===== config.mk =====
export PLATFORM = sky130hd
export DESIGN_NAME = pad_function_and_pullup_control
export DESIGN_NICKNAME = d
export VERILOG_FILES = /design/src/core/pad_mux_pkg.sv /design/src/core/pad_mux_if.sv /design/src/core/test_pad_ctrl.sv /design/src/core/pad_function_and_pullup_control.sv
export SDC_FILE = /design/constraint.sdc
export NUM_CORES = 1
export LEC_CHECK = 0
export BUFFER_PORTS_ARGS = -buffer_cell sky130_fd_sc_hd__buf_4
export CELL_PAD_IN_SITES_DETAIL_PLACEMENT = 2
export CELL_PAD_IN_SITES_GLOBAL_PLACEMENT = 2
export CORE_ASPECT_RATIO = 0.8
export CORE_UTILIZATION = 21
export DETAILED_ROUTE_END_ITERATION = 10
export GPL_TIMING_DRIVEN = 0
export PLACE_DENSITY = 0.86
export SYNTH_ARGS = -nofsm -noshare
export SYNTH_HDL_FRONTEND = slang
export SYNTH_SLANG_ARGS = --single-unit

===== constraint.sdc =====
create_clock -name core_clk_i -period 2.26 [get_ports core_clk_i]
set_clock_uncertainty 0.15 [all_clocks]
set_input_delay 0.226 -clock core_clk_i [delete_from_list [all_inputs] [get_ports core_clk_i]]
set_output_delay 0.226 -clock core_clk_i [all_outputs]
set_load 0.02 [all_outputs]

===== src/core/pad_mux_pkg.sv =====
// constants for the pad function and pull-up control block
`default_nettype none
package pad_mux_pkg;
   // port d register bit positions
   localparam int PD_LINE_ONE_BIT   = 1;
   localparam int PD_LINE_SIX_BIT   = 6;
   localparam int PD_LINE_SEVEN_BIT = 7;
   // port e register bit positions
   localparam int PE_LINE_ZERO_BIT  = 0;
   localparam int PE_LINE_ONE_BIT   = 1;
   // system pin-select bit that steers the port d line one pad
   localparam int PIN_SEL_FUNC_BIT    = 5;
   // register widths
   localparam int PORT_WIDTH = 16;
   localparam int PIN_SEL_WIDTH = 16;
   // reset values: all pull-ups on, all gpio peripheral enables clear
   localparam logic [15:0] PULLUP_RESET  = 16'hFFFF;
   localparam logic [15:0] PER_EN_RESET  = 16'h0000;
   localparam logic [15:0] PIN_SEL_RESET = 16'h0000;
   // pin-select value 0 gives chip select three, 1 gives can receive
   localparam logic PIN_SEL_CHIP_SELECT = 1'b0;
   // tap state codes; test data out is driven only in the two shift states
   typedef enum logic [3:0] {
      TAP_OTHER    = 4'h0,
      TAP_SHIFT_DR = 4'h4,
      TAP_SHIFT_IR = 4'hB
   } tap_state_t;
endpackage
`default_nettype wire


===== src/core/pad_mux_if.sv =====
// pad signals shared between top and test-pin pad module
`default_nettype none
interface test_pad_if;
   logic tck_edge_rise;
   logic tck_edge_fall;
   logic tms_sample;
   logic tdi_sample;
   logic tdo_value;
   logic tdo_oe;
   logic tap_shift;
   logic tdo_data;
   modport top (output tck_edge_rise, output tck_edge_fall,
                output tap_shift, output tdo_data,
                input tms_sample, input tdi_sample,
                input tdo_value, input tdo_oe);
   modport pad (input tck_edge_rise, input tck_edge_fall,
                input tap_shift, input tdo_data,
                output tms_sample, output tdi_sample,
                output tdo_value, output tdo_oe);
endinterface
`default_nettype wire


===== src/core/test_pad_ctrl.sv =====
// test access pads: sampling and test data out drive
`default_nettype none
module test_pad_ctrl
   import pad_mux_pkg::*;
(
   input  wire logic core_clk_i,
   input  wire logic reset_i,
   input  wire logic tms_pad_i,
   input  wire logic tdi_pad_i,
   test_pad_if.pad   tp
);
   logic tms_r;
   logic tdi_r;
   logic tdo_r;
   logic tdo_oe_r;

   always_ff @(posedge core_clk_i) begin
      if (reset_i) begin
         tms_r <= 1'b1;
         tdi_r <= 1'b1;
      end else if (tp.tck_edge_rise) begin
         tms_r <= tms_pad_i; // RULE_14
         tdi_r <= tdi_pad_i; // RULE_14
      end
   end

   always_ff @(posedge core_clk_i) begin
      if (reset_i) begin
         tdo_r    <= 1'b0;
         tdo_oe_r <= 1'b0;
      end else if (tp.tck_edge_fall) begin
         tdo_r    <= tp.tdo_data;  // RULE_15
         tdo_oe_r <= tp.tap_shift; // RULE_15
      end
   end

   assign tp.tms_sample = tms_r;
   assign tp.tdi_sample = tdi_r;
   assign tp.tdo_value  = tdo_r;
   assign tp.tdo_oe     = tdo_oe_r;
endmodule // test_pad_ctrl
`default_nettype wire


===== src/core/pad_function_and_pullup_control.sv =====
// pad function selection and pull-up control for multiplexed pins
// What this block does
// RULE_01 - after reset port d line one pad is gpio input with pull-up
// RULE_02 - peripheral enable bit 1 hands pad over; pin-select bit 5 picks function
// RULE_03 - chip select pad floats while bus idle unless drive-keep bit set
// RULE_04 - software should set bus drive-keep to 1 to avoid floating select
// RULE_05 - can receive pad path has internal pull-up
// RULE_06 - port d pull-up bit 1 controls line one pad pull-up
// RULE_07 - both serial transmit pads default to serial transmit after reset
// RULE_08 - port e pull-up bit 0 controls serial zero transmit pull-up
// RULE_09 - port e pull-up bit 1 controls serial zero receive pull-up
// RULE_10 - port d pull-up bit 6 controls serial one transmit pull-up
// RULE_11 - serial one receive pad defaults to serial receive input
// RULE_12 - port d pull-up bit 7 controls serial one receive pull-up
// RULE_13 - test clock pulled down; jtag disable bit drops tms/tdi pull-ups
// RULE_14 - tms and tdi sampled on test clock rising edge
// RULE_15 - tdo driven only in shift states, changes on test clock fall
// RULE_16 - with peripheral enable clear, port d line one pad follows gpio port logic only
`default_nettype none
module pad_function_and_pullup_control
   import pad_mux_pkg::*;
(
   input  wire logic                     core_clk_i,
   input  wire logic                     reset_i,
   // configuration writes
   input  wire logic                     cfg_we_i,
   input  wire logic [PORT_WIDTH-1:0]    port_d_peripheral_enable_i,
   input  wire logic [PORT_WIDTH-1:0]    port_e_peripheral_enable_i,
   input  wire logic [PIN_SEL_WIDTH-1:0] system_pin_select_i,
   input  wire logic [PORT_WIDTH-1:0]    port_d_pullup_enable_i,
   input  wire logic [PORT_WIDTH-1:0]    port_e_pullup_enable_i,
   input  wire logic                     jtag_pullup_disable_i,
   input  wire logic                     bus_drive_keep_i,
   // readback
   output logic [PORT_WIDTH-1:0]         port_d_peripheral_enable_o,
   output logic [PORT_WIDTH-1:0]         port_e_peripheral_enable_o,
   output logic [PIN_SEL_WIDTH-1:0]      system_pin_select_o,
   output logic [PORT_WIDTH-1:0]         port_d_pullup_enable_o,
   output logic [PORT_WIDTH-1:0]         port_e_pullup_enable_o,
   output logic                          jtag_pullup_disable_o,
   // gpio port logic
   input  wire logic [PORT_WIDTH-1:0]    gpio_d_out_i,
   input  wire logic [PORT_WIDTH-1:0]    gpio_d_oe_i,
   input  wire logic [PORT_WIDTH-1:0]    gpio_e_out_i,
   input  wire logic [PORT_WIDTH-1:0]    gpio_e_oe_i,
   output logic [PORT_WIDTH-1:0]         gpio_d_in_o,
   output logic [PORT_WIDTH-1:0]         gpio_e_in_o,
   // peripherals
   input  wire logic                     chip_select_three_n_i,
   input  wire logic                     bus_active_i,
   output logic                          can_two_receive_o,
   input  wire logic                     serial_zero_transmit_i,
   output logic                          serial_zero_receive_o,
   input  wire logic                     serial_one_transmit_i,
   output logic                          serial_one_receive_o,
   // pads: port d line one, serial pads
   input  wire logic                     port_d_line_one_i,
   output logic                          port_d_line_one_o,
   output logic                          port_d_line_one_oe_o,
   output logic                          port_d_line_one_pu_o,
   input  wire logic                     port_e_line_zero_i,
   output logic                          port_e_line_zero_o,
   output logic                          port_e_line_zero_oe_o,
   output logic                          port_e_line_zero_pu_o,
   input  wire logic                     port_e_line_one_i,
   output logic                          port_e_line_one_o,
   output logic                          port_e_line_one_oe_o,
   output logic                          port_e_line_one_pu_o,
   input  wire logic                     port_d_line_six_i,
   output logic                          port_d_line_six_o,
   output logic                          port_d_line_six_oe_o,
   output logic                          port_d_line_six_pu_o,
   input  wire logic                     port_d_line_seven_i,
   output logic                          port_d_line_seven_o,
   output logic                          port_d_line_seven_oe_o,
   output logic                          port_d_line_seven_pu_o,
   // test access pads
   input  wire logic                     tck_pad_i,
   input  wire logic                     tms_pad_i,
   input  wire logic                     tdi_pad_i,
   input  wire logic [3:0]               tap_state_i,
   input  wire logic                     tdo_data_i,
   output logic                          tck_pd_o,
   output logic                          tms_pu_o,
   output logic                          tdi_pu_o,
   output logic                          tms_sample_o,
   output logic                          tdi_sample_o,
   output logic                          tdo_o,
   output logic                          tdo_oe_o
);
   logic [PORT_WIDTH-1:0]    d_per_r;
   logic [PORT_WIDTH-1:0]    e_per_r;
   logic [PIN_SEL_WIDTH-1:0] pin_sel_r;
   logic [PORT_WIDTH-1:0]    d_pu_r;
   logic [PORT_WIDTH-1:0]    e_pu_r;
   logic                     jtag_pud_r;
   logic                     drive_keep_r;
   logic                     tck_prev_r;
   logic                     line_one_per;
   logic                     line_one_can;
   logic                     cs_oe;
   logic [1:0]               tx_zero_drive;
   logic [1:0]               tx_one_drive;
   logic [2:0]               rx_zero_route;
   logic [2:0]               rx_one_route;

   test_pad_if tp ();

   // pad lines and the function bit must fit inside the registers
   if (PORT_WIDTH <= PD_LINE_SEVEN_BIT) begin : g_port_width_check
      $error("port width too narrow for the pad lines");
   end
   if (PIN_SEL_WIDTH <= PIN_SEL_FUNC_BIT) begin : g_sel_width_check
      $error("pin-select width too narrow for the function bit");
   end

   always_ff @(posedge core_clk_i) begin
      if (reset_i) begin
         d_per_r   <= PER_EN_RESET; // RULE_01
         pin_sel_r <= PIN_SEL_RESET;
      end else if (cfg_we_i) begin
         d_per_r   <= port_d_peripheral_enable_i;
         pin_sel_r <= system_pin_select_i;
      end
   end

   // serial pads come up owned by the serial ports
   always_ff @(posedge core_clk_i) begin
      if (reset_i) begin
         e_per_r <= PER_EN_RESET;
      end else if (cfg_we_i) begin
         e_per_r <= port_e_peripheral_enable_i;
      end
   end

   always_ff @(posedge core_clk_i) begin
      if (reset_i) begin
         d_pu_r     <= PULLUP_RESET;
         e_pu_r     <= PULLUP_RESET;
         jtag_pud_r <= 1'b0;
      end else if (cfg_we_i) begin
         d_pu_r     <= port_d_pullup_enable_i;
         e_pu_r     <= port_e_pullup_enable_i;
         jtag_pud_r <= jtag_pullup_disable_i;
      end
   end

   always_ff @(posedge core_clk_i) begin
      if (reset_i) begin
         drive_keep_r <= 1'b0;
      end else if (cfg_we_i) begin
         drive_keep_r <= bus_drive_keep_i; // RULE_04
      end
   end

   assign port_d_peripheral_enable_o = d_per_r;
   assign port_e_peripheral_enable_o = e_per_r;
   assign system_pin_select_o        = pin_sel_r;
   assign port_d_pullup_enable_o     = d_pu_r;
   assign port_e_pullup_enable_o     = e_pu_r;
   assign jtag_pullup_disable_o      = jtag_pud_r;

   // port d line one: gpio, chip select three or can receive
   assign line_one_per = d_per_r[PD_LINE_ONE_BIT]; // RULE_02
   assign line_one_can = line_one_per &&
      (pin_sel_r[PIN_SEL_FUNC_BIT] != PIN_SEL_CHIP_SELECT); // RULE_02
   assign cs_oe = bus_active_i || drive_keep_r; // RULE_03

   always_comb begin
      if (!line_one_per) begin
         port_d_line_one_o    = gpio_d_out_i[PD_LINE_ONE_BIT]; // RULE_16
         port_d_line_one_oe_o = gpio_d_oe_i[PD_LINE_ONE_BIT];  // RULE_16
      end else if (line_one_can) begin
         port_d_line_one_o    = 1'b0;
         port_d_line_one_oe_o = 1'b0;
      end else begin
         port_d_line_one_o    = chip_select_three_n_i;
         port_d_line_one_oe_o = cs_oe; // RULE_03
      end
   end
   assign port_d_line_one_pu_o = d_pu_r[PD_LINE_ONE_BIT]; // RULE_06
   // undriven receive line reads recessive high through the pull-up
   assign can_two_receive_o = line_one_can ? port_d_line_one_i
                                           : 1'b1; // RULE_05

   // transmit pad: serial transmit unless handed to gpio, floats in reset
   function automatic logic [1:0] tx_pad_drive(
      input logic gpio_sel,
      input logic gpio_out,
      input logic gpio_oe,
      input logic tx,
      input logic in_reset
   );
      logic [1:0] drive;
      drive = 2'h0;
      if (in_reset) begin
         drive = 2'h0;
      end else if (gpio_sel) begin
         drive = {gpio_oe, gpio_out};
      end else begin
         drive = {1'b1, tx};
      end
      return drive;
   endfunction

   // receive pad: gpio drives only when handed over, receive idles high
   function automatic logic [2:0] rx_pad_route(
      input logic gpio_sel,
      input logic gpio_out,
      input logic gpio_oe,
      input logic pad_level
   );
      logic [2:0] route;
      route = 3'h0;
      if (gpio_sel) begin
         route = {1'b1, gpio_oe, gpio_out};
      end else begin
         route = {pad_level, 1'b0, gpio_out};
      end
      return route;
   endfunction

   // serial zero pads on port e lines zero and one
   assign tx_zero_drive = tx_pad_drive(
      e_per_r[PE_LINE_ZERO_BIT],
      gpio_e_out_i[PE_LINE_ZERO_BIT],
      gpio_e_oe_i[PE_LINE_ZERO_BIT],
      serial_zero_transmit_i,
      reset_i
   ); // RULE_07
   assign port_e_line_zero_o    = tx_zero_drive[0];
   assign port_e_line_zero_oe_o = tx_zero_drive[1]; // RULE_07
   assign port_e_line_zero_pu_o = e_pu_r[PE_LINE_ZERO_BIT]; // RULE_08
   assign rx_zero_route = rx_pad_route(
      e_per_r[PE_LINE_ONE_BIT],
      gpio_e_out_i[PE_LINE_ONE_BIT],
      gpio_e_oe_i[PE_LINE_ONE_BIT],
      port_e_line_one_i
   ); // RULE_09
   assign port_e_line_one_o     = rx_zero_route[0];
   assign port_e_line_one_oe_o  = rx_zero_route[1]; // RULE_09
   assign port_e_line_one_pu_o  = e_pu_r[PE_LINE_ONE_BIT]; // RULE_09
   assign serial_zero_receive_o = rx_zero_route[2]; // RULE_09

   // serial one pads on port d lines six and seven
   assign tx_one_drive = tx_pad_drive(
      d_per_r[PD_LINE_SIX_BIT],
      gpio_d_out_i[PD_LINE_SIX_BIT],
      gpio_d_oe_i[PD_LINE_SIX_BIT],
      serial_one_transmit_i,
      reset_i
   ); // RULE_07
   assign port_d_line_six_o     = tx_one_drive[0];
   assign port_d_line_six_oe_o  = tx_one_drive[1]; // RULE_07
   assign port_d_line_six_pu_o  = d_pu_r[PD_LINE_SIX_BIT]; // RULE_10
   assign rx_one_route = rx_pad_route(
      d_per_r[PD_LINE_SEVEN_BIT],
      gpio_d_out_i[PD_LINE_SEVEN_BIT],
      gpio_d_oe_i[PD_LINE_SEVEN_BIT],
      port_d_line_seven_i
   ); // RULE_11
   assign port_d_line_seven_o    = rx_one_route[0];
   assign port_d_line_seven_oe_o = rx_one_route[1]; // RULE_11
   assign port_d_line_seven_pu_o = d_pu_r[PD_LINE_SEVEN_BIT]; // RULE_12
   assign serial_one_receive_o   = rx_one_route[2]; // RULE_11

   // gpio input readback
   always_comb begin
      gpio_d_in_o = '0;
      gpio_e_in_o = '0;
      gpio_d_in_o[PD_LINE_ONE_BIT]   = port_d_line_one_i;
      gpio_d_in_o[PD_LINE_SIX_BIT]   = port_d_line_six_i;
      gpio_d_in_o[PD_LINE_SEVEN_BIT] = port_d_line_seven_i;
      gpio_e_in_o[PE_LINE_ZERO_BIT]  = port_e_line_zero_i;
      gpio_e_in_o[PE_LINE_ONE_BIT]   = port_e_line_one_i;
   end

   // test access pads
   assign tck_pd_o = 1'b1;         // RULE_13
   assign tms_pu_o = !jtag_pud_r;  // RULE_13
   assign tdi_pu_o = !jtag_pud_r;  // RULE_13

   always_ff @(posedge core_clk_i) begin
      if (reset_i) begin
         tck_prev_r <= 1'b0;
      end else begin
         tck_prev_r <= tck_pad_i;
      end
   end

   assign tp.tck_edge_rise = tck_pad_i && !tck_prev_r; // RULE_14
   assign tp.tck_edge_fall = !tck_pad_i && tck_prev_r; // RULE_15
   assign tp.tdo_data      = tdo_data_i;

   always_comb begin
      case (tap_state_t'(tap_state_i))
         TAP_SHIFT_DR: tp.tap_shift = 1'b1; // RULE_15
         TAP_SHIFT_IR: tp.tap_shift = 1'b1; // RULE_15
         default:      tp.tap_shift = 1'b0;
      endcase
   end

   test_pad_ctrl u_test_pad (
      .core_clk_i (core_clk_i),
      .reset_i    (reset_i),
      .tms_pad_i  (tms_pad_i),
      .tdi_pad_i  (tdi_pad_i),
      .tp         (tp)
   );

   assign tms_sample_o = tp.tms_sample;
   assign tdi_sample_o = tp.tdi_sample;
   assign tdo_o        = tp.tdo_value;
   assign tdo_oe_o     = tp.tdo_oe;
endmodule // pad_function_and_pullup_control
`default_nettype wire


## Word level (Yosys, flattened, before mapping)

Index checks and enable logic that the tools add are counted.

- Flip-flop bits (word level): 87
- Bits of input ports: 166
- Output and inout bits: 138
- Logic and storage cells: 34

- Equal/unequal tests: 2
- Muxes and demuxes: 12
- Reductions and logical operators: 8

Operators by type and width:

| operator | count |
|---|---|
| 2-bit two-way mux | 4 |
| 1-bit two-way mux | 6 |
| 3-bit two-way mux | 2 |
| 4-bit by 3-bit equality test with 1-bit output, second input constant | 1 |
| 4-bit equality test, second input constant | 1 |
| 1-bit logical AND | 3 |
| 1-bit zero test | 3 |
| 2-bit OR reduction | 1 |
| 1-bit logical OR | 1 |

## Depth between registers and ports, before layout

Gate-level depths: netlist of the first run.

- Word-level depth: 3
- Gate-level depth with buffers: 4

## By module

From an unflattened synthesis of the first run, not the netlist that was laid out.

- Cells, all modules: 351
- Area, all modules: 3,599.7 µm²

Modules (own cells, without submodules):

| module | times used | cells each | area an instance (µm²) |
|---|---|---|---|
| pad_function_and_pullup_control | 1 | 339 | 3,462.1 |
| test_pad_ctrl | 1 | 12 | 137.6 |

## Worst setup path before layout of the first run

OpenSTA, ideal clock, no wires.

- Path type: input to output
- Start point: input reset_i
- End point: output port_d_line_six_oe_o
- Arrival time: 0.937 ns
- Data required time: 1.884 ns
- Setup slack: 0.947 ns
- Stages: 3
- Buffers on the path: 2
- Cell sequence: buf_2 -> clkbuf_1 -> a21oi_1

- Longest elaborated chain between the ends: 1

RTL lines:

| item | RTL line | RTL |
|---|---|---|
| from (decl) | pad_function_and_pullup_control.sv:24 | `input wire logic reset_i,` |
| 2-bit two-way mux | pad_function_and_pullup_control.sv:196 | `if (in_reset) begin` |
| to (decl) | pad_function_and_pullup_control.sv:71 | `output logic port_d_line_six_oe_o,` |

No other way between the ends.

## Worst setup path in the final report of the first run

Same ends and word-level chain as after synthesis.

==> results.md, run 1 <==
- For this run, design rule violations remaining after detail routing come to 0.
- The cell total after placement is 811.
- Once detail routing completed, the nets flagged for antenna violations numbered 0.
- The area fraction of the dominant cell type after synthesis is 48.7%.
- The number of nets in the layout is 850.
- The weighted congestion reported at the end of routability-driven placement is 0.742.
- The tool flagged a number of max-cap violations equal to 0.
- The via-per-instance ratio is 4.12.
- The floorplan has 42 rows.
- The overall power is 4.39 mW.
- The top cell type by total area after synthesis is sky130_fd_sc_hd__dfxtp_1.
- The worst-case IR drop observed on VDD is 0.313 mV.
- The power per standard cell area is 653 nW/um^2.
- The class of the tightest hold or removal check is in2reg.
- For this run, the detailed router's first-pass iteration total came to 4.
- The final count of negative-setup-slack endpoints is 0.
- In this run the most critical hold path is launched from port_e_peripheral_enable_i[6].
- Cells fill 40.5% of the core in the end.
- The timing-limited maximum frequency is 551 MHz.
- The mean instance size in the synthesized netlist is 10.2 um^2.
- Hold timing on the final database bottoms out at a slack of 0.0131 ns.
- The reg-to-reg critical path startpoint is tck_prev_r.
- The distinct cell type count of the synthesized netlist is 21.
- The total routed wirelength is 16000 um.
- The library cell used most frequently in the layout, excluding fill and tap cells, is sky130_fd_sc_hd__buf_4.
- The worst path needs 1.81 ns of the cycle, external delays included.
- The leakage power total is 3.29 nW.
- The number of global-route vias before repair is 4401.
- The clock-pin transition on the worst setup and hold timing paths is 0.06 ns.
- Leaving out filler cells and counting taps, the final layout contains 909.
- Setup repair after global routing left no endpoint under its margin.
- The starting density of the core is 21.5%.
- The number of pins with negative max-slew slack in the final report came to 0.
- TritonCTS built the clock tree.
- Synthesis produced 349 cells.
- The first global-routing pass estimated 24300 um of wire.
- The required time at the endpoint of the critical path is 1.88 ns.
- The number of clock buffers added by TritonCTS is 9.
- The worst setup path is launched from an input pin.
- The layout overhead on the synthesized area is 88.0%.
- The worst path uses 80.3% of the clock period.
- The type of the setup path with the least slack is in2out.
- Global routing used 18.2% of the available tracks across all layers.
- The placeable core region is 16600 um^2.
- The placement-stage cell area is 5570 um^2.
- The floorplan step defined a die boundary enclosing 17600 um^2.
- The number of sinks driven by the clock tree is 87.
- From left edge to right edge, the die measures 148 um.
- In the post-route analysis, the smallest setup slack over all paths is 0.446 ns.
- The total count of hold-check failures in the final report is 0.
- The average wire length per cell after detail routing is 17.6 um.
- Summed over all failing endpoints, the final setup total negative slack is 0 ns.
- Sequential elements use 48.7% of the synthesized area.
- The DRC marker count from the first detailed-route iteration is 60.
- In this run the count of I/O pins placed on the die edge is 304.
- The overall overflow remaining after global route is 0.
- The Yosys step of the flow raised 0 warnings.
- The maximum number of pins on one net before global-route repair is 14.
- The count of input and output buffers is 216.
- The mapped netlist covers 3570 um^2.
- For the worst setup path, the data arrival time is 1.44 ns.
- For this block, the via count after detailed routing is 3746.
- The largest driver fanout on the critical path is 10.
- The clock latency on the worst-skew pair is 0.33 ns.
- After synthesis, the cell types taking the most area are sky130_fd_sc_hd__dfxtp_1 (49%), sky130_fd_sc_hd__mux2i_1 (15%), sky130_fd_sc_hd__buf_4 (8.8%), sky130_fd_sc_hd__a211o_1 (8.3%), sky130_fd_sc_hd__nor2b_1 (6.5%).
- The tree is rooted in a sky130_fd_sc_hd__clkbuf_16.
- The worst setup path is captured at a primary output.
- The initial antenna violation count is 1.
- The remaining max-slew budget at the tightest pin is 47.0%.
- The run finished with clean final reports.
- The clock tree buffer depth is 2.
- The post-route netlist has 41.4% of its cells at a drive strength greater than 1.
- Before CTS, the worst setup slack after placement is 0.429 ns.
- The y dimension of the die is 119 um.
- The minimum setup slack among reg-to-reg paths is 1.07 ns.
- The transition time of the tightest slew-check pin is 0.795 ns.
- The synthesized design contains 87 register bits.
- The half-perimeter wire length after detailed placement is 10200 um.
- The critical path starts at reset_i.
- The total number of H-tree levels is 3.
- In this run, post-CTS repair resized a total of 0 instances.
- The top cell types in the final layout, fill and taps aside, are sky130_fd_sc_hd__buf_4 (258), sky130_fd_sc_hd__dfxtp_1 (87), sky130_fd_sc_hd__dlygate4sd3_1 (82), sky130_fd_sc_hd__nor2_1 (56), sky130_fd_sc_hd__mux2i_1 (53).
- The final design instance area without fill is 6720 um^2.
cells by family after synthesis:
kind of cell / Yosys count / share of synthesized area, %
AOI/OAI and AO/OA: 38 / 9.17
other: 2 / 0.210
DFF: 87 / 48.7
and+or+nand+nor: 101 / 14.1
muxes: 54 / 15.2
buffers and inverters: 67 / 12.6
area by class of cell:
class,count,area [um^2]
well taps,220,275
plain buffers,63,437
repair buffers,298,2440
fillers,1768,9890
diodes,1,2.50
flip-flops and latches,87,1740
clock inverters,4,95.1
inverters,4,15.0
clock buffers,11,233
multi-input cells,221,1480
synthesized netlist by cell type:
cell type,n
sky130_fd_sc_hd__a211o_1,34
sky130_fd_sc_hd__a21oi_1,2
sky130_fd_sc_hd__a311oi_2,1
sky130_fd_sc_hd__and2_1,2
sky130_fd_sc_hd__buf_1,1
sky130_fd_sc_hd__buf_2,4
sky130_fd_sc_hd__buf_4,42
sky130_fd_sc_hd__buf_6,5
sky130_fd_sc_hd__clkbuf_1,11
sky130_fd_sc_hd__conb_1,2
sky130_fd_sc_hd__dfxtp_1,87
sky130_fd_sc_hd__inv_1,4
sky130_fd_sc_hd__mux2_2,1
sky130_fd_sc_hd__mux2i_1,53
sky130_fd_sc_hd__nand3b_1,2
sky130_fd_sc_hd__nand4b_1,1
sky130_fd_sc_hd__nor2_1,56
sky130_fd_sc_hd__nor2b_1,37
sky130_fd_sc_hd__o21ai_0,1
sky130_fd_sc_hd__or2_2,2
sky130_fd_sc_hd__or4b_4,1
what timing repair did:
action | 4_1_cts | 5_1_grt
setup buffers | 0 | 0
hold endpoints to repair | 82 | 0
hold buffers | 82 | 0
final timing paths:
check / end / cells past startpoint
min reg2reg: port_d_peripheral_enable_o[11] / 2
min: port_e_peripheral_enable_o[6] / 3
max reg2reg: u_test_pad.tp.tdo_oe / 3
max: port_d_line_six_oe_o / 4
metal layers:
layer	part of all wire [%]	GRT usage [%]
met1	37	17.9
met5	0	0
met3	6.0	5.02
met4	1.8	5.22
met2	56	36.5
critical path, stage by stage:
cell and delay, ns:
sky130_fd_sc_hd__buf_2 0.26, sky130_fd_sc_hd__clkbuf_1 0.64, sky130_fd_sc_hd__a21oi_1 0.10, sky130_fd_sc_hd__buf_4 0.20
sequential cells by signal (all words and copies together), names as in the netlist, 16 cells and up:
register                    count
port_d_pullup_enable_o         16
port_e_pullup_enable_o         16
port_e_peripheral_enable_o     16
system_pin_select_o            16
port_d_peripheral_enable_o     16
where the power goes:
part / switching, mW / internal (mW) / total [mW]
clock: 0.598 / 1.07 / 1.67
combinational: 0.489 / 0.529 / 1.02
sequential: 0.0657 / 1.63 / 1.70
Power figures use the tool's default switching activity.
==> inputs of run 2 (changes only) <==
--- a/config.mk
+++ b/config.mk
@@ -9,10 +9,10 @@
 export CELL_PAD_IN_SITES_DETAIL_PLACEMENT = 2
 export CELL_PAD_IN_SITES_GLOBAL_PLACEMENT = 2
 export CORE_ASPECT_RATIO = 0.8
-export CORE_UTILIZATION = 21
+export CORE_UTILIZATION = 20
 export DETAILED_ROUTE_END_ITERATION = 10
 export GPL_TIMING_DRIVEN = 0
-export PLACE_DENSITY = 0.86
+export PLACE_DENSITY = 0.82
 export SYNTH_ARGS = -nofsm -noshare
 export SYNTH_HDL_FRONTEND = slang
 export SYNTH_SLANG_ARGS = --single-unit
==> constraint.sdc (replaced) <==
create_clock -name core_clk_i -period 1.9 [get_ports core_clk_i]
set_clock_uncertainty 0.15 [all_clocks]
set_input_delay 0.19 -clock core_clk_i [delete_from_list [all_inputs] [get_ports core_clk_i]]
set_output_delay 0.19 -clock core_clk_i [all_outputs]
set_load 0.02 [all_outputs]
==> results.md, run 2 (synthesized netlist as in run 1, its figures left out) <==
- The flow ran to the end, and the final reports show no timing, DRC or antenna violations.
- The most frequent standard cell in the layout excluding fill and tap cells is sky130_fd_sc_hd__buf_4.
- The global-route usage over all layers came to 16.9% (-1.3 points).
- The number of nets with antenna violations after routing is 0 (unchanged).
- The total inserted antenna cells is 0 (-1).
- The tightest min-delay check is of the in2reg type.
- After layout, the minimum clock period comes to 1.71 ns.
- The clock buffer count from CTS was 9 (unchanged).
- The overall power is 4.82 mW (+9.8%).
- The fill cell instance count of the final layout is 1889 (+6.8%).
- The largest driver fanout on the critical path was 6 (-4).
- The number of pins with negative max-slew slack in the final report is 0 (unchanged).
- The width of the chip is 151 um (+2.4%).
- The total number of H-tree levels came to 3 (unchanged).
- The starting density of the core is 20.5% (-1.0 points).
- Traced cell by cell, the critical path runs through mux2_2 > buf_4.
- The maximum number of pins on one net before global-route repair is 14 (unchanged).
- The average wire length per cell after detail routing was 17.2 um (-2.5%).
- The delay of the slowest cell on the worst path was 0.47 ns (-0.17 ns).
- Relative to the synthesized area, the layout overhead comes to 87.2%.
- Among all stages on the critical path, the largest delay is contributed by sky130_fd_sc_hd__dfxtp_1.
- The placeable core region is 17400 um^2 (+5.0%).
- The clock-pin transition on the worst setup and hold timing paths is 0.07 ns (about the same).
- The number of sinks driven by the clock tree was 87 (unchanged).
- Clock tree synthesis selected as its root buffer the cell sky130_fd_sc_hd__clkbuf_16.
- The first-pass iteration count of the detailed router is 4 (unchanged).
- The overall die area is 18400 um^2 (+4.9%).
- The required time at the endpoint of the critical path is 1.56 ns (-0.32 ns).
- The final critical path takes up 90.2% of the cycle.
- TritonCTS built the clock tree.
- The top-level port count is 304 (unchanged).
- The critical path is of the reg2out type.
- The initial antenna violation count is 0 (-1).
- The clock latency on the worst-skew pair is 0.34 ns (about the same).
- The number of nets in the layout is 854 (+0.47%).
- The number of gates resized after cts is 0 (unchanged).
- The transition time of the tightest slew-check pin is 0.670 ns (-0.125 ns).
- The total count of hold-check failures in the final report is 0 (unchanged).
- The final count of negative-setup-slack endpoints is 0 (unchanged).
- The total routed wirelength is 15700 um (-1.8%).
- The weighted congestion reported at the end of routability-driven placement was 0.717 (-3.4%).
- The minimum setup slack among reg-to-reg paths is 0.64 ns (-0.43 ns).
- The worst setup path is captured at a primary output.
- In the layout the commonest cells are sky130_fd_sc_hd__buf_4 (258), sky130_fd_sc_hd__dfxtp_1 (87), sky130_fd_sc_hd__dlygate4sd3_1 (86), sky130_fd_sc_hd__nor2_1 (56), sky130_fd_sc_hd__mux2i_1 (53).
- The critical path launch point type is a register.
- The timing-limited maximum frequency is 583 MHz.
- The half-perimeter wire length after detailed placement is 10400 um (+2.1%).
- The wire length of the first global-routing pass is 23300 um (-4.0%).
- The maximum VDD drop is 0.351 mV (+12%).
- The reported max-cap violation count is 0 (unchanged).
- The final routed DRC violation total is 0 (unchanged).
- The number of placement rows is 43 (+2.4%).
- The power per standard cell area is 721 nW/um^2 (+10%).
- The count of input and output buffers is 216 (unchanged).
- The setup TNS is 0 ns (unchanged).
- The via-per-instance ratio is 4.10 (-0.47%).
- Setup repair after global routing left no endpoint under its margin.
- The DRC marker count from the first detailed-route iteration is 80 (+33%).
- The overall overflow remaining after global route was 0 (unchanged).
- The proportion of layout cells with a drive suffix above 1 came to 41.2% (-0.18 points).
- The clock tree buffer depth came to 2 (unchanged).
- The data arrival at the endpoint of the critical path is 1.37 ns (-0.07 ns).
- The leakage power total is 3.27 nW (-0.69%).
- The detailed-route via count is 3757 (+0.29%).
- The number of global-route vias before repair came to 4314 (-2.0%).
- The y dimension of the die is 122 um (+2.4%).
- The remaining max-slew budget at the tightest pin is 55.4% (+8.4 points).
-- run 2: changes by cell type in the layout (fill, tap and decap cells not counted) --
cell,change
sky130_fd_sc_hd__bufinv_16,-3
sky130_fd_sc_hd__clkbuf_1,-1
sky130_fd_sc_hd__clkinv_2,+1
sky130_fd_sc_hd__clkinvlp_4,+2
sky130_fd_sc_hd__diode_2,-1
sky130_fd_sc_hd__dlygate4sd3_1,+4
-- run 2: worst max-delay path, delay by kind of cell, from the launching register on --
| family | cells | cell delay [ns] |
|---|---|---|
| DFF | 1 | 0.47 |
| buffers and inverters | 1 | 0.16 |
| muxes | 1 | 0.40 |
-- run 2: path summary, 6_finish.rpt --
path | start | to | cells after the start
max | port_d_peripheral_enable_o[1] | port_d_line_one_oe_o | 2
min reg2reg | system_pin_select_o[12] | system_pin_select_o[12] | 2
max reg2reg | tck_prev_r | u_test_pad.tp.tdi_sample | 3
min | tap_state_i[3] | u_test_pad.tp.tdo_oe | 3
-- run 2: cell type report --
type / count / area, um^2 / share of cell area (%)
sequential: 87 / 1740 / 26.0
buffer: 63 / 437 / 6.53
inverter: 4 / 15.0 / 0.224
timing repair buffer: 302 / 2480 / 37.1
clock inverter: 4 / 25.0 / 0.374
tap: 225 / 282 / 4.21
multi-input combinational: 221 / 1480 / 22.1
clock buffer: 10 / 229 / 3.42
-- run 2: layer usage --
| layer | track usage (%) | vias up | wire length, um |
|---|---|---|---|
| li1 | - | 1775 | - |
| met1 | 17.0 | 1822 | 5860 |
| met2 | 34.0 | 147 | 8790 |
| met3 | 4.08 | 13 | 889 |
| met4 | 4.69 | 0 | 191 |
| met5 | 0 | - | 0 |
-- run 2: where the power goes --
part / total [mW] / internal [mW] / switching, mW
combinational: 1.21 / 0.635 / 0.579
clock: 1.59 / 0.867 / 0.720
sequential: 2.02 / 1.94 / 0.0775
-- run 2: per-stage QoR --
| stage | setup slack [ns] | area, um^2 | util (%) | hold slack, ns | cells |
|---|---|---|---|---|---|
| after global routing | 0.113 | 6690 | 38.4 | 0.0294 | 916 |
| after detailed placement | 0.120 | 5580 | 32.0 | 0.247 | 816 |
| after floorplan | 0.639 | 3670 | - | 0.158 | 375 |
| after global placement | 0.131 | 5580 | 32.0 | 0.242 | 816 |
| final | 0.186 | 6690 | 38.4 | 0.0417 | 916 |
| after CTS | 0.117 | 6690 | 38.4 | 0.00851 | 916 |
-- run 2: what timing repair did --
action / 4_1_cts / 5_1_grt
hold endpoints to repair: 86 / 0
buffers inserted: 0 / 0
hold buffers: 86 / 0
==> inputs of run 3 (changes only) <==
--- a/config.mk
+++ b/config.mk
@@ -6,13 +6,11 @@
 export NUM_CORES = 1
 export LEC_CHECK = 0
 export BUFFER_PORTS_ARGS = -buffer_cell sky130_fd_sc_hd__buf_4
-export CELL_PAD_IN_SITES_DETAIL_PLACEMENT = 2
-export CELL_PAD_IN_SITES_GLOBAL_PLACEMENT = 2
-export CORE_ASPECT_RATIO = 0.8
-export CORE_UTILIZATION = 20
+export CORE_AREA = 2 2 117 119
 export DETAILED_ROUTE_END_ITERATION = 10
+export DIE_AREA = 0 0 119 121
 export GPL_TIMING_DRIVEN = 0
-export PLACE_DENSITY = 0.82
+export PLACE_DENSITY = 0.63
 export SYNTH_ARGS = -nofsm -noshare
 export SYNTH_HDL_FRONTEND = slang
 export SYNTH_SLANG_ARGS = --single-unit
==> results.md, run 3 (synthesized netlist as in run 1, its figures left out) <==
- The sequential power share is 40.3% (-1.6 points).
- The setup TNS came to 0 ns (unchanged).
- The number of nets in the layout came to 854 (unchanged).
- The number of placement rows was 42 (-2.3%).
- The critical path is of the reg2out type.
- The power per standard cell area is 745 nW/um^2 (+3.4%).
- The part of the power in combinational logic is 23.4% (-1.8 points).
- The overall die area came to 14400 um^2 (-22%).
- The first-pass iteration count of the detailed router is 4 (unchanged).
- The via-per-instance ratio is 4.14 (+0.86%).
- The worst setup path startpoint is system_pin_select_o[5].
- The number of sinks driven by the clock tree is 87 (unchanged).
- The required time at the endpoint of the critical path came to 1.56 ns (about the same).
- The wire length of the first global-routing pass is 17700 um (-24%).
- The nature of the critical path endpoint is a primary output.
- The number of global-route vias before repair is 3742 (-13%).
- The maximum VDD drop is 0.396 mV (+13%).
- The slowest library cell on the worst path is sky130_fd_sc_hd__dfxtp_1.
- The last element of the critical path is port_d_line_one_oe_o.
- Setup repair after global routing left no endpoint under its margin.
- The starting density of the core is 27.3% (+6.8 points).
- The final routed DRC violation total is 0 (unchanged).
- The reported max-cap violation count is 0 (unchanged).
- The cell-internal power is 3.67 mW (+6.5%).
- The number of pins with negative max-slew slack in the final report is 0 (unchanged).
- The average wire length per cell after detail routing is 13.1 um (-24%).
- The maximum number of pins on one net before global-route repair came to 15 (+1).
- The number of nets with antenna violations after routing is 0 (unchanged).
- The data arrival at the endpoint of the critical path is 1.30 ns (-0.07 ns).
- The proportion of layout cells with a drive suffix above 1 came to 41.4% (+0.17 points).
- The worst hold slack is 0.0273 ns (-0.0144 ns).
- The final count of negative-setup-slack endpoints came to 0 (unchanged).
- The final design instance area without fill is 6690 um^2 (about the same).
- The initial antenna violation count was 0 (unchanged).
- The total number of H-tree levels came to 3 (unchanged).
- The total routed wirelength was 11400 um (-27%).
- The reg-to-reg critical path startpoint is tck_prev_r.
- The worst-case reg-to-reg path depth is 3 (unchanged).
- The leakage power total was 3.29 nW (+0.76%).
- The clock-pin transition on the worst setup and hold timing paths came to 0.06 ns (about the same).
- The endpoint identified for the worst register-to-register timing path is u_test_pad.tp.tdi_sample.
- The time the worst path needs with I/O delays and setup is 1.64 ns (-0.0759 ns).
- In the layout the commonest cells are sky130_fd_sc_hd__buf_4 (258), sky130_fd_sc_hd__dfxtp_1 (87), sky130_fd_sc_hd__dlygate4sd3_1 (86), sky130_fd_sc_hd__nor2_1 (56), sky130_fd_sc_hd__mux2i_1 (53).
- The critical path launch point type is a register.
- The number of gates resized after cts is 0 (unchanged).
- The width of the chip is 119 um (-21%).
- The signal on the critical path passes through nor2_1 > mux2_2 > buf_4.
- The detailed-route via count is 3595 (-4.3%).
- The half-perimeter wire length after detailed placement is 7940 um (-24%).
- The top-level port count came to 304 (unchanged).
- The layout overhead on the synthesized area was 87.0% (about the same).
- Leaving out fill and tap cells, the most frequent cell in the layout is sky130_fd_sc_hd__buf_4.
- The total count of hold-check failures in the final report came to 0 (unchanged).
- The total inserted antenna cells is 0 (unchanged).
- The switching portion of total power is 26.3% (-2.2 points).
- The timing-limited maximum frequency came to 610 MHz (+4.6%).
- The DRC marker count from the first detailed-route iteration is 104 (+30%).
- The weighted congestion reported at the end of routability-driven placement is 0.748 (+4.3%).
- The y dimension of the die was 121 um (-0.47%).
- The remaining max-slew budget at the tightest pin is 55.5% (+0.18 points).
- The clock latency on the worst-skew pair came to 0.33 ns (about the same).
- The global-route usage over all layers is 15.4% (-1.5 points).
- The overall overflow remaining after global route is 0 (unchanged).
- The largest driver fanout on the critical path is 5 (-1).
- The clock buffer count from CTS is 9 (unchanged).
- The clock tree buffer depth is 2 (unchanged).
- The cell sitting at the root of the clock tree is a sky130_fd_sc_hd__clkbuf_16.
- The count of input and output buffers is 216 (unchanged).
- The run finished with clean final reports.
- The transition time of the tightest slew-check pin is 0.667 ns (-0.00270 ns).
- The placeable core region is 13100 um^2 (-25%).
- The power spent charging and discharging nets is 1.31 mW (-4.7%).
- The delay of the slowest cell on the worst path came to 0.44 ns (-0.03 ns).
- The clock group share of total power is 36.2% (+3.3 points).
- The placement-stage cell area is 5510 um^2 (-1.1%).
- The path class of the tightest hold or removal check is in2reg.
- TritonCTS built the clock tree.
- The share of the clock period used by the worst path is 86.2% (-4.0 points).
- The minimum setup slack among reg-to-reg paths was 0.70 ns (+0.06 ns).
[run 3: power by group through the flow]
| stage | clock [mW] | sequential, mW | combinational (mW) |
|---|---|---|---|
| after CTS | 1.87 | 2.01 | 1.17 |
| after global placement | 0 | 2.04 | 1.01 |
| final | 1.80 | 2.01 | 1.17 |
| after floorplan | 0 | 2.18 | 0.418 |
| after detailed placement | 0 | 2.05 | 1.02 |
| after global routing | 1.94 | 2.02 | 1.25 |
[run 3: timing repair]
action | in CTS | in global routing
buffers inserted | 0 | 0
hold buffers | 86 | 0
endpoints found under the hold margin | 86 | 0
[run 3: layout make-up]
type                       count  area [um^2]
fill                        1176         6400
timing repair buffer         302         2480
sequential                    87         1740
multi-input combinational    221         1480
buffer                        63          437
clock buffer                  12          256
tap                          176          220
clock inverter                 4         53.8
inverter                       4         15.0
[run 3: worst min path at each step]
stage / from / slack (ns) / depth (start not counted) / endpoint
after global routing: tap_state_i[3] / 0.01 / 3 / u_test_pad.tp.tdo_oe
after global placement: tdi_pad_i / 0.24 / 2 / u_test_pad.tp.tdi_sample
after floorplan: tdi_pad_i / 0.16 / 1 / u_test_pad.tp.tdi_sample
after CTS: tap_state_i[3] / 0.007 / 3 / u_test_pad.tp.tdo_oe
after detailed placement: tdi_pad_i / 0.25 / 2 / u_test_pad.tp.tdi_sample
final: tap_state_i[0] / 0.03 / 3 / u_test_pad.tp.tdo_oe
[run 3: per-stage QoR]
stage	power, mW	utilization (%)	cells	setup WS, ns
3_5_place_dp	3.07	42.1	767	0.260
4_1_cts	5.04	51.1	869	0.225
2_1_floorplan	2.60	-	375	0.639
6_report	4.98	51.1	869	0.261
3_3_place_gp	3.05	42.1	767	0.305
5_1_grt	5.21	51.1	869	0.189
[run 3: worst max-delay path, delay by kind of cell, from the launching register on]
kind,cells,cell delay (ns)
simple gates,1,0.11
flops,1,0.44
buf+inv,1,0.15
mux,1,0.27
[run 3: metal layers]
metal	vias up	part of all wire (%)	track usage (%)
li1	1783	-	-
met1	1644	40	16.5
met2	151	53	29.0
met3	17	6.0	4.28
met4	0	1.6	4.99
met5	-	0	0
